`config.mk`:
```
export PLATFORM = sky130hd
export DESIGN_NAME = scdsyn_top
export DESIGN_NICKNAME = d
export VERILOG_FILES = /design/src/design/scdsyn_pkg.sv /design/src/design/scdsyn_top.sv
export SDC_FILE = /design/constraint.sdc
export NUM_CORES = 1
export LEC_CHECK = 0
export ABC_AREA = 1
export CAP_MARGIN = 20
export CORE_MARGIN = 8
export CORE_UTILIZATION = 66
export DETAILED_ROUTE_END_ITERATION = 6
export DONT_BUFFER_PORTS = 1
export PLACE_DENSITY_LB_ADDON = 0.08
export SLEW_MARGIN = 0
export SYNTH_ARGS = -nofsm -noshare
export SYNTH_HDL_FRONTEND = slang
export SYNTH_SLANG_ARGS = --single-unit
```
`constraint.sdc`:
```
create_clock -name clk_sys -period 3.13 [get_ports clk_sys]
set_input_delay 0.1565 -clock clk_sys [delete_from_list [all_inputs] [get_ports clk_sys]]
set_output_delay 0.1565 -clock clk_sys [all_outputs]
set_load 0.02 [all_outputs]
```
`src/design/scdsyn_pkg.sv`:
```
// Purpose: constants for the sample clock divider and sync block
// Assumes: clk_sys is the input clock at 25 MHz
// Notes:   register offset, field positions and timing counts live here
package scdsyn_pkg;
  // register map
  localparam logic [8:0] ADDR_CLOCK_SYNC = 9'h100;
  localparam int         BIT_SYNC_EN     = 1;
  localparam int         BIT_SYNC_FIRST  = 2;
  localparam logic [7:0] RST_CLOCK_SYNC  = 8'h00;
  localparam int         DIV_LSB         = 4;
  localparam logic [2:0] RST_DIV_CODE    = 3'h0;
  // clock rate and stabilizer timing
  localparam int         CLK_HZ          = 25_000_000;
  localparam int         DCS_MIN_HZ      = 20_000_000;
  localparam int         RELOCK_MIN_NS   = 1500;
  localparam int         RELOCK_MAX_NS   = 5000;
  localparam int         CLK_PERIOD_NS   = 1_000_000_000 / CLK_HZ;
  // longest wait is honoured so a user never trusts an unlocked loop
  localparam int         RELOCK_CYC      = (RELOCK_MAX_NS + CLK_PERIOD_NS - 1) / CLK_PERIOD_NS;
  localparam logic [7:0] RELOCK_CYC_W    = 8'(RELOCK_CYC);
  localparam logic       DCS_RATE_OK     = (CLK_HZ >= DCS_MIN_HZ);
endpackage

```
`src/design/scdsyn_top.sv`:
```
// Purpose: sample clock divider with sync realignment and duty stabilizer
// Assumes: sync_in arrives from outside and is synchronised here
// Notes:   register port is a simple byte write/read port at the documented address
// Summary of operation
// divide input clock by 1 to 8
// two bits choose every-sync or first-sync realign
// accepted sync resets divider counter
// sync input passes a two-flop synchronizer
// sender aligns sync to input clock
// stabilizer gives 50% high time, rising kept; code holds high (N-1)/2 of N cycles at odd ratios
// software enables stabilizer for odd ratios
// stabilizer inactive below about 20 MHz
// stabilizer relock wait 1.5 to 5 us
// sample strobe on internal clock rising edge; at ratio 1 the code holds the strobe high every clock
// strap pin selects stabilizer default
// one internal rising edge per N clocks; at ratio 1 sample_clk toggles each clock, one rising edge per 2 clocks
// first-sync mode ignores later syncs until write
module scdsyn_top
(
  // clock and reset
  input  wire  logic       clk_sys,
  input  wire  logic       rst,
  // register port
  input  wire  logic [8:0] reg_addr,
  input  wire  logic       reg_wr,
  input  wire  logic [7:0] reg_wdata,
  output logic       [7:0] reg_rdata,
  // pins
  input  wire  logic       sync_in,
  input  wire  logic       serial_data_or_stabilizer_select_pin,
  input  wire  logic       freq_change,
  // internal clock and stabilizer lock outputs
  output logic             sample_clk,
  output logic             sample_strobe,
  output logic             dcs_locked
);
  typedef enum logic [1:0] {S_ARMED = 2'b00, S_DONE = 2'b01} scdsyn_sync_t;

  logic [7:0]   ctrl_q;
  logic [2:0]   div_code_q;
  logic         duty_cycle_stabilizer_q;
  logic         strap_taken_q;
  logic [1:0]   sync_ff_q;
  logic         sync_prev_q;
  logic         sync_edge;
  logic         sync_accept;
  scdsyn_sync_t sync_state_q;
  logic [2:0]   cnt_q;
  logic [2:0]   cnt_d;
  logic [2:0]   half;
  logic         clk_hi_q;
  logic [7:0]   relock_q;
  logic         wr_hit;
  logic [1:0]   strap_ff_q;
  logic         sync_en;
  logic         sync_first_only;
  logic         sync_armed;
  logic         sync_done_set;
  logic         ratio_one;
  logic         dcs_active;
  logic         clk_hi_d;

  assign wr_hit = reg_wr && (reg_addr == scdsyn_pkg::ADDR_CLOCK_SYNC);

  // mode bits decoded once so every user agrees on them
  assign sync_en         = ctrl_q[scdsyn_pkg::BIT_SYNC_EN];
  assign sync_first_only = ctrl_q[scdsyn_pkg::BIT_SYNC_FIRST];
  assign sync_armed      = (sync_state_q == S_ARMED);
  assign ratio_one       = (div_code_q == 3'h0);
  // retime only when asked, locked and fast enough
  assign dcs_active      = duty_cycle_stabilizer_q && dcs_locked && scdsyn_pkg::DCS_RATE_OK;

  // strap is a pin, so synchronise before use
  always_ff @(posedge clk_sys or posedge rst)
  begin
    if (rst)
      strap_ff_q <= 2'h0;
    else
      strap_ff_q <= {strap_ff_q[0], serial_data_or_stabilizer_select_pin};
  end

  // register: bits 1,2 sync mode, bits 6:4 ratio minus one, bit 7 stabilizer
  always_ff @(posedge clk_sys or posedge rst)
  begin
    if (rst)
    begin
      ctrl_q     <= scdsyn_pkg::RST_CLOCK_SYNC;
      div_code_q <= scdsyn_pkg::RST_DIV_CODE;
    end
    else if (wr_hit)
    begin
      ctrl_q     <= reg_wdata;
      div_code_q <= reg_wdata[scdsyn_pkg::DIV_LSB +: 3];
    end
  end

  // strap only rules until software first writes the register
  always_ff @(posedge clk_sys or posedge rst)
  begin
    if (rst)
      strap_taken_q <= 1'b0;
    else if (wr_hit)
      strap_taken_q <= 1'b1;
  end

  always_ff @(posedge clk_sys or posedge rst)
  begin
    if (rst)
      duty_cycle_stabilizer_q <= 1'b0;
    else if (wr_hit)
      duty_cycle_stabilizer_q <= reg_wdata[7];
    else if (!strap_taken_q)
      duty_cycle_stabilizer_q <= strap_ff_q[1];
  end

  // read back: stored fields, bit 0 shows a first-only sync was taken
  always_comb
  begin
    reg_rdata = 8'h00;
    if (reg_addr == scdsyn_pkg::ADDR_CLOCK_SYNC)
    begin
      reg_rdata[7]   = duty_cycle_stabilizer_q;
      reg_rdata[6:4] = div_code_q;
      reg_rdata[3]   = ctrl_q[3];
      reg_rdata[2:1] = ctrl_q[2:1];
      reg_rdata[0]   = (sync_state_q == S_DONE);
    end
  end

  // sync synchronizer, sender keeps it aligned to the input clock
  always_ff @(posedge clk_sys or posedge rst)
  begin
    if (rst)
    begin
      sync_ff_q   <= 2'h0;
      sync_prev_q <= 1'b0;
    end
    else
    begin
      sync_ff_q   <= {sync_ff_q[0], sync_in};
      sync_prev_q <= sync_ff_q[1];
    end
  end

  assign sync_edge   = sync_ff_q[1] && !sync_prev_q;
  assign sync_accept = sync_edge && sync_en && (!sync_first_only || sync_armed);
  // a write landing with an accepted sync wins and leaves the mode rearmed
  assign sync_done_set = sync_accept && sync_first_only && !wr_hit;

  // first-sync tracking, a write rearms
  always_ff @(posedge clk_sys or posedge rst)
  begin
    if (rst)
      sync_state_q <= S_ARMED;
    else
    begin
      case (sync_state_q)
        S_ARMED:
          if (sync_done_set)
            sync_state_q <= S_DONE;
        S_DONE:
          if (wr_hit)
            sync_state_q <= S_ARMED;
        default:
          sync_state_q <= S_ARMED;
      endcase
    end
  end

  // divider counter
  always_comb
  begin
    cnt_d = cnt_q + 3'h1;
    if (sync_accept || cnt_q >= div_code_q)
      cnt_d = 3'h0;
  end

  always_ff @(posedge clk_sys or posedge rst)
  begin
    if (rst)
      cnt_q <= 3'h0;
    else
      cnt_q <= cnt_d;
  end

  // high time: half period rounded down with stabilizer, else one input cycle
  // for odd ratios without stabilizer duty is uneven, hence advice to enable it
  assign half = 3'((4'(div_code_q) + 4'h1) >> 1);
  always_comb
  begin
    clk_hi_d = (cnt_d == 3'h0);
    if (ratio_one)
      clk_hi_d = ~clk_hi_q;
    else if (dcs_active)
      clk_hi_d = (cnt_d < half);
  end

  always_ff @(posedge clk_sys or posedge rst)
  begin
    if (rst)
      clk_hi_q <= 1'b0;
    else
      clk_hi_q <= clk_hi_d;
  end

  assign sample_clk = clk_hi_q;

  // strobe marks the sampling edge, one input cycle wide except at ratio 1, where it stays high every clock
  always_ff @(posedge clk_sys or posedge rst)
  begin
    if (rst)
      sample_strobe <= 1'b0;
    else
      sample_strobe <= (cnt_d == 3'h0);
  end

  // relock timer after clock frequency change
  always_ff @(posedge clk_sys or posedge rst)
  begin
    if (rst)
      relock_q <= scdsyn_pkg::RELOCK_CYC_W;
    else if (freq_change)
      relock_q <= scdsyn_pkg::RELOCK_CYC_W;
    else if (relock_q != 8'h00)
      relock_q <= relock_q - 8'h01;
  end

  assign dcs_locked = (relock_q == 8'h00);
endmodule

```
==> impl_metrics.ini, run 1 <==
[global_routing]
grt_use_total_pct = 15.4
grt_antenna_before_repair = 0
grt-busiest-layer = met2
grt_use_met1_pct = 16.3
grtUsageMet2_pct = 27.3
grt-ovfl-total = 0
grt_pass1_wl_mm = 5.06
grt_max_degree = 28
grt_pass1_vias = 1158
use_met3_pct = 3.71

[logic_synthesis]
synthFlopType = dfrtp_1
synth_edf_count = 0
syn_area_mm2 = 0.00147
syn_nets = 203
synth_cell_types = 24
ys_warn_count = 0
async_flop_share_pct = 100
ys_ff_latch = 27
post_synth.cell_area_avg_um2 = 8.64
seq_area_frac_synth_pct = 46.5
synthCells = 170

[worst_setup_path]
critPathSlowestCell = dfrtp_1
rrSetupSlack_ns = 0.80
cp.arrival_ns = 2.60
cp_slowest_stage_delay_ns = 0.45
crit_type = reg -> reg
rr_startpoint = div_code_q[2]
critical-path-top-delay-family = simple AND/OR/NAND/NOR gates
r2r_cells = 16
critPathCaptureType = flop
worst-path-buf-inv = 3
cp_max_fo = 4
cp_cell_sequence = inv_2 > ha_1 > nand2_1 > clkinv_1 > nand2_1 > nand2_1 > nor2_1 > inv_2 > a21oi_1 > ha_1 > a21o_1 > nor2_1 > nand2_1 > nand2_1 > nand2_1 > nand2_1
start_kind = flop
r2r_end = sample_clk
critical_path_required_ns = 3.40
cpMostUsedCell = nand2_1

[place]
hpwl_mm = 2.14
place_ws_ns = 0.857
gp_congestion = 0.891
dp_cells = 198
numPortBuffers = 0
placed_area_mm2 = 0.00150

[sta]
tns_ns = 0
period_needed_ns = 2.33
setup_violations = 0
finalMaxSlewViolations = 0
skew_ns = 0.0101
timing.slew.headroom_pct = 57.1
hold_viol_final = 0
tightest_slew_ns = 0.639
rsz0062_at_grt = false
fmax_ghz = 0.429
hold_ws_ns = 0.0180
fin_crit_sh_pct = 74.6
fin_ws_ns = 0.796

[floorplanning]
design.die.area_mm2 = 0.00399
fp.dieH_um = 63.2
initial_utilization_pct = 68.4
core-area_mm2 = 0.00215
ioPinCount = 34
rows = 17
die_x_um = 63.2

[hold_path]
min-delay-start = reg_wr
hold_class = in -> reg
hold_end = strap_taken_q
hold_depth = 2

[final_layout]
stdcell_count = 215
fin_util_pct = 78.2
mostFrequentLayoutCells = nand2_1, inv_1, nor2_1
drive_gt1_share_pct = 15.0
fin_nets = 221
fin_area_mm2 = 0.00168
area_growth_pct = 14.3
diodes = 0
final_common_cell = nand2_1

[run]
cap_violations = 0

[route]
vias = 1115
wire_per_inst_um = 13.9
antenna_left = 0
drt_iter0_drc = 35
drcViolationCount = 0
via_per_inst = 5.19
firstDrtPassIters = 4
wl_mm = 3.00

[outcome]
status = complete, no violations

[cts]
cts_htree_levels = 1
cts-root-buf = clkbuf_4
cts_tree = yes
path_clk_slew_ns = 0.15
clkLatencyLatePin_ns = 0.33
cts_buffer_depth = 2
numCtsBuffers = 3
cts.sinks = 27

[power]
p_leak_nw = 0.837
finalPower_uw = 617
ir_drop_v = 0.000363
power_density_mw_per_mm2 = 368
## synthesized netlist by cell type (6+ instances only)
library cell  count  area share [%]
mux2_4            6             6.1
dfstp_2           6              11
dfrtp_1          21              36
ha_1             10             8.5
nand2_1          32             8.2
inv_1            26             6.6
inv_2             7             1.8
nand3_1           8             2.7
nor2_1           22             5.6
## worst max path at each step
stage / startpoint / end / slack (ns) / depth (start not counted)
6_report: div_code_q[2] / sample_clk / 0.80 / 16
2_1_floorplan: div_code_q[2] / sample_clk / 1.08 / 14
3_5_place_dp: div_code_q[2] / sample_clk / 0.86 / 14
4_1_cts: div_code_q[2] / sample_clk / 0.81 / 14
5_1_grt: div_code_q[2] / sample_clk / 0.53 / 14
3_3_place_gp: div_code_q[2] / sample_clk / 0.93 / 14
## kinds of logic (layout without fill, tap and decap cells)
group	Yosys count	count (layout)	synth area share [%]
compound gates	14	14	5.54
xor+xnor	4	4	2.39
fa+ha+maj	10	10	8.52
buf+inv	35	52	8.94
flops	27	27	46.5
mux	6	6	6.13
simple gates	74	74	22.0
## timing repair
action,CTS,global route
gates resized for setup,0,0
setup endpoints to repair,0,0
hold endpoints to repair,36,0
hold buffers,12,0
setup buffers,0,0
## registers in the layout (all words and copies together) (netlist names)
name / count
strap_ff_q: 2
cnt_q: 3
relock_q: 8
sync_ff_q: 2
div_code_q: 3
duty_cycle_stabilizer_q: 1
strap_taken_q: 1
sample_strobe: 1
sync_prev_q: 1
sample_clk: 1
sync_state_q: 1
ctrl_q: 3
## metal layers
metal / up-vias / wire length [µm]
li1: 565 / -
met1: 526 / 1210
met2: 18 / 1620
met3: 6 / 114
met4: 0 / 51
met5: - / 0
## cell type report
type                       instances  area (µm²)
clock buffer                       3        22.5
clock inverter                     1        5.00
fill                             148         469
inverter                          35         131
multi-input combinational        108         654
sequential                        27         683
tap                               28        35.0
timing repair buffer              13         148
## where the power goes
part / internal (mW) / total [mW] / switching [mW]
sequential: 0.370 / 0.392 / 0.0218
clock: 0.0479 / 0.152 / 0.104
combinational: 0.0357 / 0.0733 / 0.0376
total: 0.454 / 0.617 / 0.163
(Power assumes the default switching activity.)
==> run 2: changes to the inputs <==
--- a/config.mk
+++ b/config.mk
@@ -8,7 +8,7 @@
 export ABC_AREA = 1
 export CAP_MARGIN = 20
 export CORE_MARGIN = 8
-export CORE_UTILIZATION = 66
+export CORE_UTILIZATION = 55
 export DETAILED_ROUTE_END_ITERATION = 6
 export DONT_BUFFER_PORTS = 1
 export PLACE_DENSITY_LB_ADDON = 0.08
==> constraint.sdc (replaced) <==
create_clock -name clk_sys -period 2.05 [get_ports clk_sys]
set_input_delay 0.1025 -clock clk_sys [delete_from_list [all_inputs] [get_ports clk_sys]]
set_output_delay 0.1025 -clock clk_sys [all_outputs]
set_load 0.02 [all_outputs]
==> impl_metrics.ini, run 2 (synthesis gave the netlist of run 1 again) <==
[route]
via_per_inst = 5.20
antenna_left = 0
drt_iter0_drc = 72
wl_mm = 3.19
wire_per_inst_um = 13.8
vias = 1202
firstDrtPassIters = 4
drcViolationCount = 0

[sta]
skew_ns = 0.0128
tightest_slew_ns = 0.410
fmax_ghz = 0.493
fin_crit_sh_pct = 98.9
finalMaxSlewViolations = 0
hold_viol_final = 0
fin_ws_ns = 0.0218
setup_violations = 0
timing.slew.headroom_pct = 72.6
rsz0062_at_grt = true
period_needed_ns = 2.03

[worst_setup_path]
worst-path-buf-inv = 2
cpMostUsedCell = nand2_1
crit_type = reg -> reg
r2r_end = sample_clk
rrSetupSlack_ns = 0.02
start_kind = flop
critical_path_required_ns = 2.32
critical-path-top-delay-family = simple AND/OR/NAND/NOR gates
critPathCaptureType = flop
cp.arrival_ns = 2.30
critPathSlowestCell = dfrtp_1
rr_startpoint = cnt_q[2]
cp_slowest_stage_delay_ns = 0.45
r2r_cells = 15
cp_cell_sequence = ha_4 > nand2_2 > inv_2 > nand2_2 > nand2_2 > nor2_4 > inv_2 > a21oi_2 > ha_1 > a21o_1 > nor2_1 > nand2_1 > nand2_1 > nand2_1 > nand2_1
cp_max_fo = 2
cp.depth = 15

[final_layout]
fin_area_mm2 = 0.00184
final_common_cell = nand2_1
max_flop_register = relock_q
drive_gt1_share_pct = 26.4
diodes = 0
fin_util_pct = 73.5
largest_reg_flops = 8
fin_nets = 235
mostFrequentLayoutCells = nand2_1, inv_1, nor2_1, dfrtp_1, buf_4
area_growth_pct = 25.1

[floorplanning]
rows = 18
design.die.area_mm2 = 0.00458
core-area_mm2 = 0.00250
ioPinCount = 34
initial_utilization_pct = 58.8
die_x_um = 67.7
fp.dieH_um = 67.7

[cts]
cts_htree_levels = 1
numCtsBuffers = 3
cts_tree = yes
cts.sinks = 27
cts_buffer_depth = 2
clkLatencyLatePin_ns = 0.33
path_clk_slew_ns = 0.15
cts-root-buf = clkbuf_4

[power]
power_density_mw_per_mm2 = 524
p_leak_nw = 0.902
finalPower_uw = 964
ir_drop_v = 0.000450

[global_routing]
grt-ovfl-total = 0
grt_antenna_before_repair = 0
grt_use_total_pct = 14.8
grt_max_degree = 28
grt_pass1_vias = 1214
grt_pass1_wl_mm = 5.33

[place]
numPortBuffers = 0
placed_area_mm2 = 0.00158
hpwl_mm = 2.24
place_ws_ns = -0.0757
gp_congestion = 0.906

[hold_path]
hold_depth = 4
hold_class = in -> reg
min-delay-start = reg_addr[8]
hold_end = strap_taken_q

[run]
cap_violations = 0

[outcome]
status = complete, no violations
-- run 2: cell types whose count changed in the layout (fill, tap and decap cells not counted), sizes merged --
cell         previous run  this run
buf                     1        14
clkinv                  3         1
clkbuf                  3         4
dlygate4sd3            12        13
inv                    33        34
-- run 2: per-layer routing --
layer	vias up	part of all wire, %	global-route usage [%]
met3	4	8.3	4.97
li1	595	-	-
met1	545	43	18.7
met4	0	1.1	4.70
met5	-	0	0
met2	58	48	23.2
-- run 2: metrics by stage --
| step | setup TNS (ns) | hold slack (ns) | std cells |
|---|---|---|---|
| global placement | -0.0416 | 0.0685 | 210 |
| global route | -0.107 | 0.187 | 231 |
| detailed placement | -0.0757 | 0.0724 | 210 |
| finish | 0 | 0.179 | 231 |
| CTS | 0 | 0.163 | 227 |
| floorplan | 0 | 0.134 | 170 |
-- run 2: cell type report --
class / instances / area [µm²]
inverters: 35 / 131
well taps: 30 / 37.5
clock buffers: 4 / 26.3
fillers: 180 / 662
multi-input cells: 108 / 724
flip-flops and latches: 27 / 683
repair buffers: 27 / 235
-- run 2: how the worst max path moves through the flow --
stage / slack, ns / from / to
2_1_floorplan: 0.001 / div_code_q[2] / sample_clk
3_3_place_gp: -0.04 / div_code_q[2] / sample_clk
3_5_place_dp: -0.08 / div_code_q[2] / sample_clk
4_1_cts: 0.01 / div_code_q[1] / sample_clk
5_1_grt: -0.11 / cnt_q[2] / sample_clk
6_report: 0.02 / cnt_q[2] / sample_clk
-- run 2: what timing repair did --
| item | 4_1_cts | 5_1_grt |
|---|---|---|
| buffers inserted | 0 | 4 |
| endpoints found under the setup margin | 1 | 1 |
| pin swaps | 1 | 11 |
| hold buffers | 13 | 0 |
| endpoints found under the hold margin | 44 | 0 |
| gates resized for setup | 4 | 11 |
-- run 2: power by group --
group	internal (mW)	switching (mW)
Combinational	0.0668	0.0649
Sequential	0.565	0.0327
Clock	0.0761	0.158
Total	0.708	0.256
-- run 2: worst min-delay path, cell delays in order --
cell     delay [ns]
nand2_1        0.09
nor2_4         0.07
nand2_4        0.14
nand2_1        0.07
==> run 3: changes to the inputs <==
--- a/config.mk
+++ b/config.mk
@@ -7,6 +7,7 @@
 export LEC_CHECK = 0
 export ABC_AREA = 1
 export CAP_MARGIN = 20
+export CORE_ASPECT_RATIO = 1.1
 export CORE_MARGIN = 8
 export CORE_UTILIZATION = 55
 export DETAILED_ROUTE_END_ITERATION = 6
==> impl_metrics.ini, run 3 (synthesis gave the netlist of run 1 again) <==
[outcome]
status = finished, violations left
violations = setup timing

[worst_setup_path]
critPathCaptureType = flop
start_kind = flop
cp_slowest_stage_delay_ns = 0.43
cp.arrival_ns = 2.36
worst-path-buf-inv = 3
critical-path-top-delay-family = simple AND/OR/NAND/NOR gates
cp_cell_sequence = inv_2 > ha_4 > nand2_2 > inv_2 > nand2_2 > nand2_2 > nor2_4 > inv_2 > a21oi_2 > ha_1 > a21o_1 > nor2_1 > nand2_1 > nand2_1 > nand2_1 > nand2_1
critPathSlowestCell = dfrtp_1
crit_type = reg -> reg
cp_max_fo = 2
critical_path_required_ns = 2.32
cpMostUsedCell = nand2_1

[final_layout]
area_growth_pct = 29.2
final_common_cell = nand2_1
mostFrequentLayoutCells = nand2_1, inv_1, nor2_1, dfrtp_1, buf_4
drive_gt1_share_pct = 28.8
nFillCells = 190
regArea_um2 = 683
stdcell_count = 239
diodes = 0
max_flop_register = relock_q
largest_reg_flops = 8
fin_nets = 242
multi_input_comb_area_um2 = 722

[route]
firstDrtPassIters = 5
wire_per_inst_um = 14.1
wl_mm = 3.37
antenna_left = 0
drcViolationCount = 0
vias = 1257
drt_iter0_drc = 68
via_per_inst = 5.26

[global_routing]
grt_max_degree = 28
grt_pass1_wl_mm = 5.27
grt_pass1_vias = 1296
grt_use_total_pct = 13.9
grt-ovfl-total = 0
grt_antenna_before_repair = 0

[cts]
cts_htree_levels = 1
path_clk_slew_ns = 0.16
cts_buffer_depth = 2
cts_tree = yes
cts.sinks = 27
cts-root-buf = clkbuf_4
numCtsBuffers = 3
clkLatencyLatePin_ns = 0.33

[power]
seq_power_share_pct = 61.2
swShare_pct = 26.7
p_leak_nw = 0.945
p_sw_uw = 261
ir_drop_v = 0.000374
combPwrFrac_pct = 14.1
internal_power_uw = 716
p_clk_share_pct = 24.7
power_density_mw_per_mm2 = 515

[floorplanning]
core-area_mm2 = 0.00252
rows = 19
ioPinCount = 34
initial_utilization_pct = 58.3
design.die.area_mm2 = 0.00458
die_x_um = 65.3
fp.dieH_um = 70.2

[sta]
finalMaxSlewViolations = 0
hold_viol_final = 0
fin_crit_sh_pct = 102
tightest_slew_ns = 0.433
rsz0062_at_grt = true
fin_ws_ns = -0.0485
setup_violations = 1
timing.slew.headroom_pct = 71.0
skew_ns = 0.0176
hold_ws_ns = 0.150
period_needed_ns = 2.10
fmax_ghz = 0.477

[place]
hpwl_mm = 2.27
gp_congestion = 0.877
numPortBuffers = 0
dp_cells = 210

[run]
cap_violations = 0

[hold_path]
hold_class = in -> reg
## run 3: final cells by class
type / instances / share of cell area [%]
clock buffer: 3 / 1.19
timing repair buffer: 34 / 15.4
sequential: 27 / 36.0
tap: 31 / 2.04
multi-input combinational: 108 / 38.0
clock inverter: 1 / 0.461
inverter: 35 / 6.92
## run 3: worst paths after layout
path	from	end	slack, ns	cells after the start
max	div_code_q[2]	sample_clk	-0.05	16
min	reg_addr[8]	strap_taken_q	0.15	4
max reg2reg	div_code_q[2]	sample_clk	-0.05	16
min reg2reg	strap_ff_q[0]	strap_ff_q[1]	0.37	0
max in group asynchronous	rst	relock_q[3]	1.49	3
min in group asynchronous	rst	strap_ff_q[0]	0.24	3
## run 3: what timing repair did
action,4_1_cts,5_1_grt
pin swaps,7,13
hold endpoints to repair,44,0
resized for setup,4,11
setup endpoints to repair,1,1
setup buffers,8,5
hold buffers,13,0
gates cloned,0,0
## run 3: through the flow
step / worst slack (ns) / area, µm² / util (%) / TNS, ns / power, mW
3_5_place_dp: -0.110 / 1580 / 62.5 / -0.110 / 0.701
4_1_cts: 0.000790 / 1820 / 72.2 / 0 / 0.981
5_1_grt: -0.201 / 1900 / 75.3 / -0.201 / 1.03
6_report: -0.0485 / 1900 / 75.3 / -0.0485 / 0.977
2_1_floorplan: 0.00146 / 1470 / - / 0 / 0.674
3_3_place_gp: -0.0374 / 1580 / 62.5 / -0.0374 / 0.698
## run 3: worst reg2reg max path, delay by kind of cell, from the launching register on
kind                     cells  cell delay, ns
adder cells (fa/ha/maj)      2            0.47
flip-flops                   1            0.43
buffers and inverters        3            0.18
AND/OR/NAND/NOR              9            0.63
AO/OA/AOI/OAI                2            0.30
## run 3: per-layer routing
metal | vias to the layer above | track usage (%) | wire, µm
met3 | 8 | 2.87 | 130
li1 | 608 | - | -
met4 | 0 | 4.13 | 86
met2 | 28 | 26.1 | 1840
met1 | 613 | 14.7 | 1310
met5 | - | 0 | 0
## run 3: power by group through the flow
stage / sequential (mW) / clock [mW] / combinational [mW]
after floorplan: 0.603 / 0 / 0.0710
after global placement: 0.607 / 0 / 0.0905
after detailed placement: 0.608 / 0 / 0.0932
after CTS: 0.598 / 0.256 / 0.127
after global routing: 0.603 / 0.267 / 0.156
final: 0.598 / 0.241 / 0.138
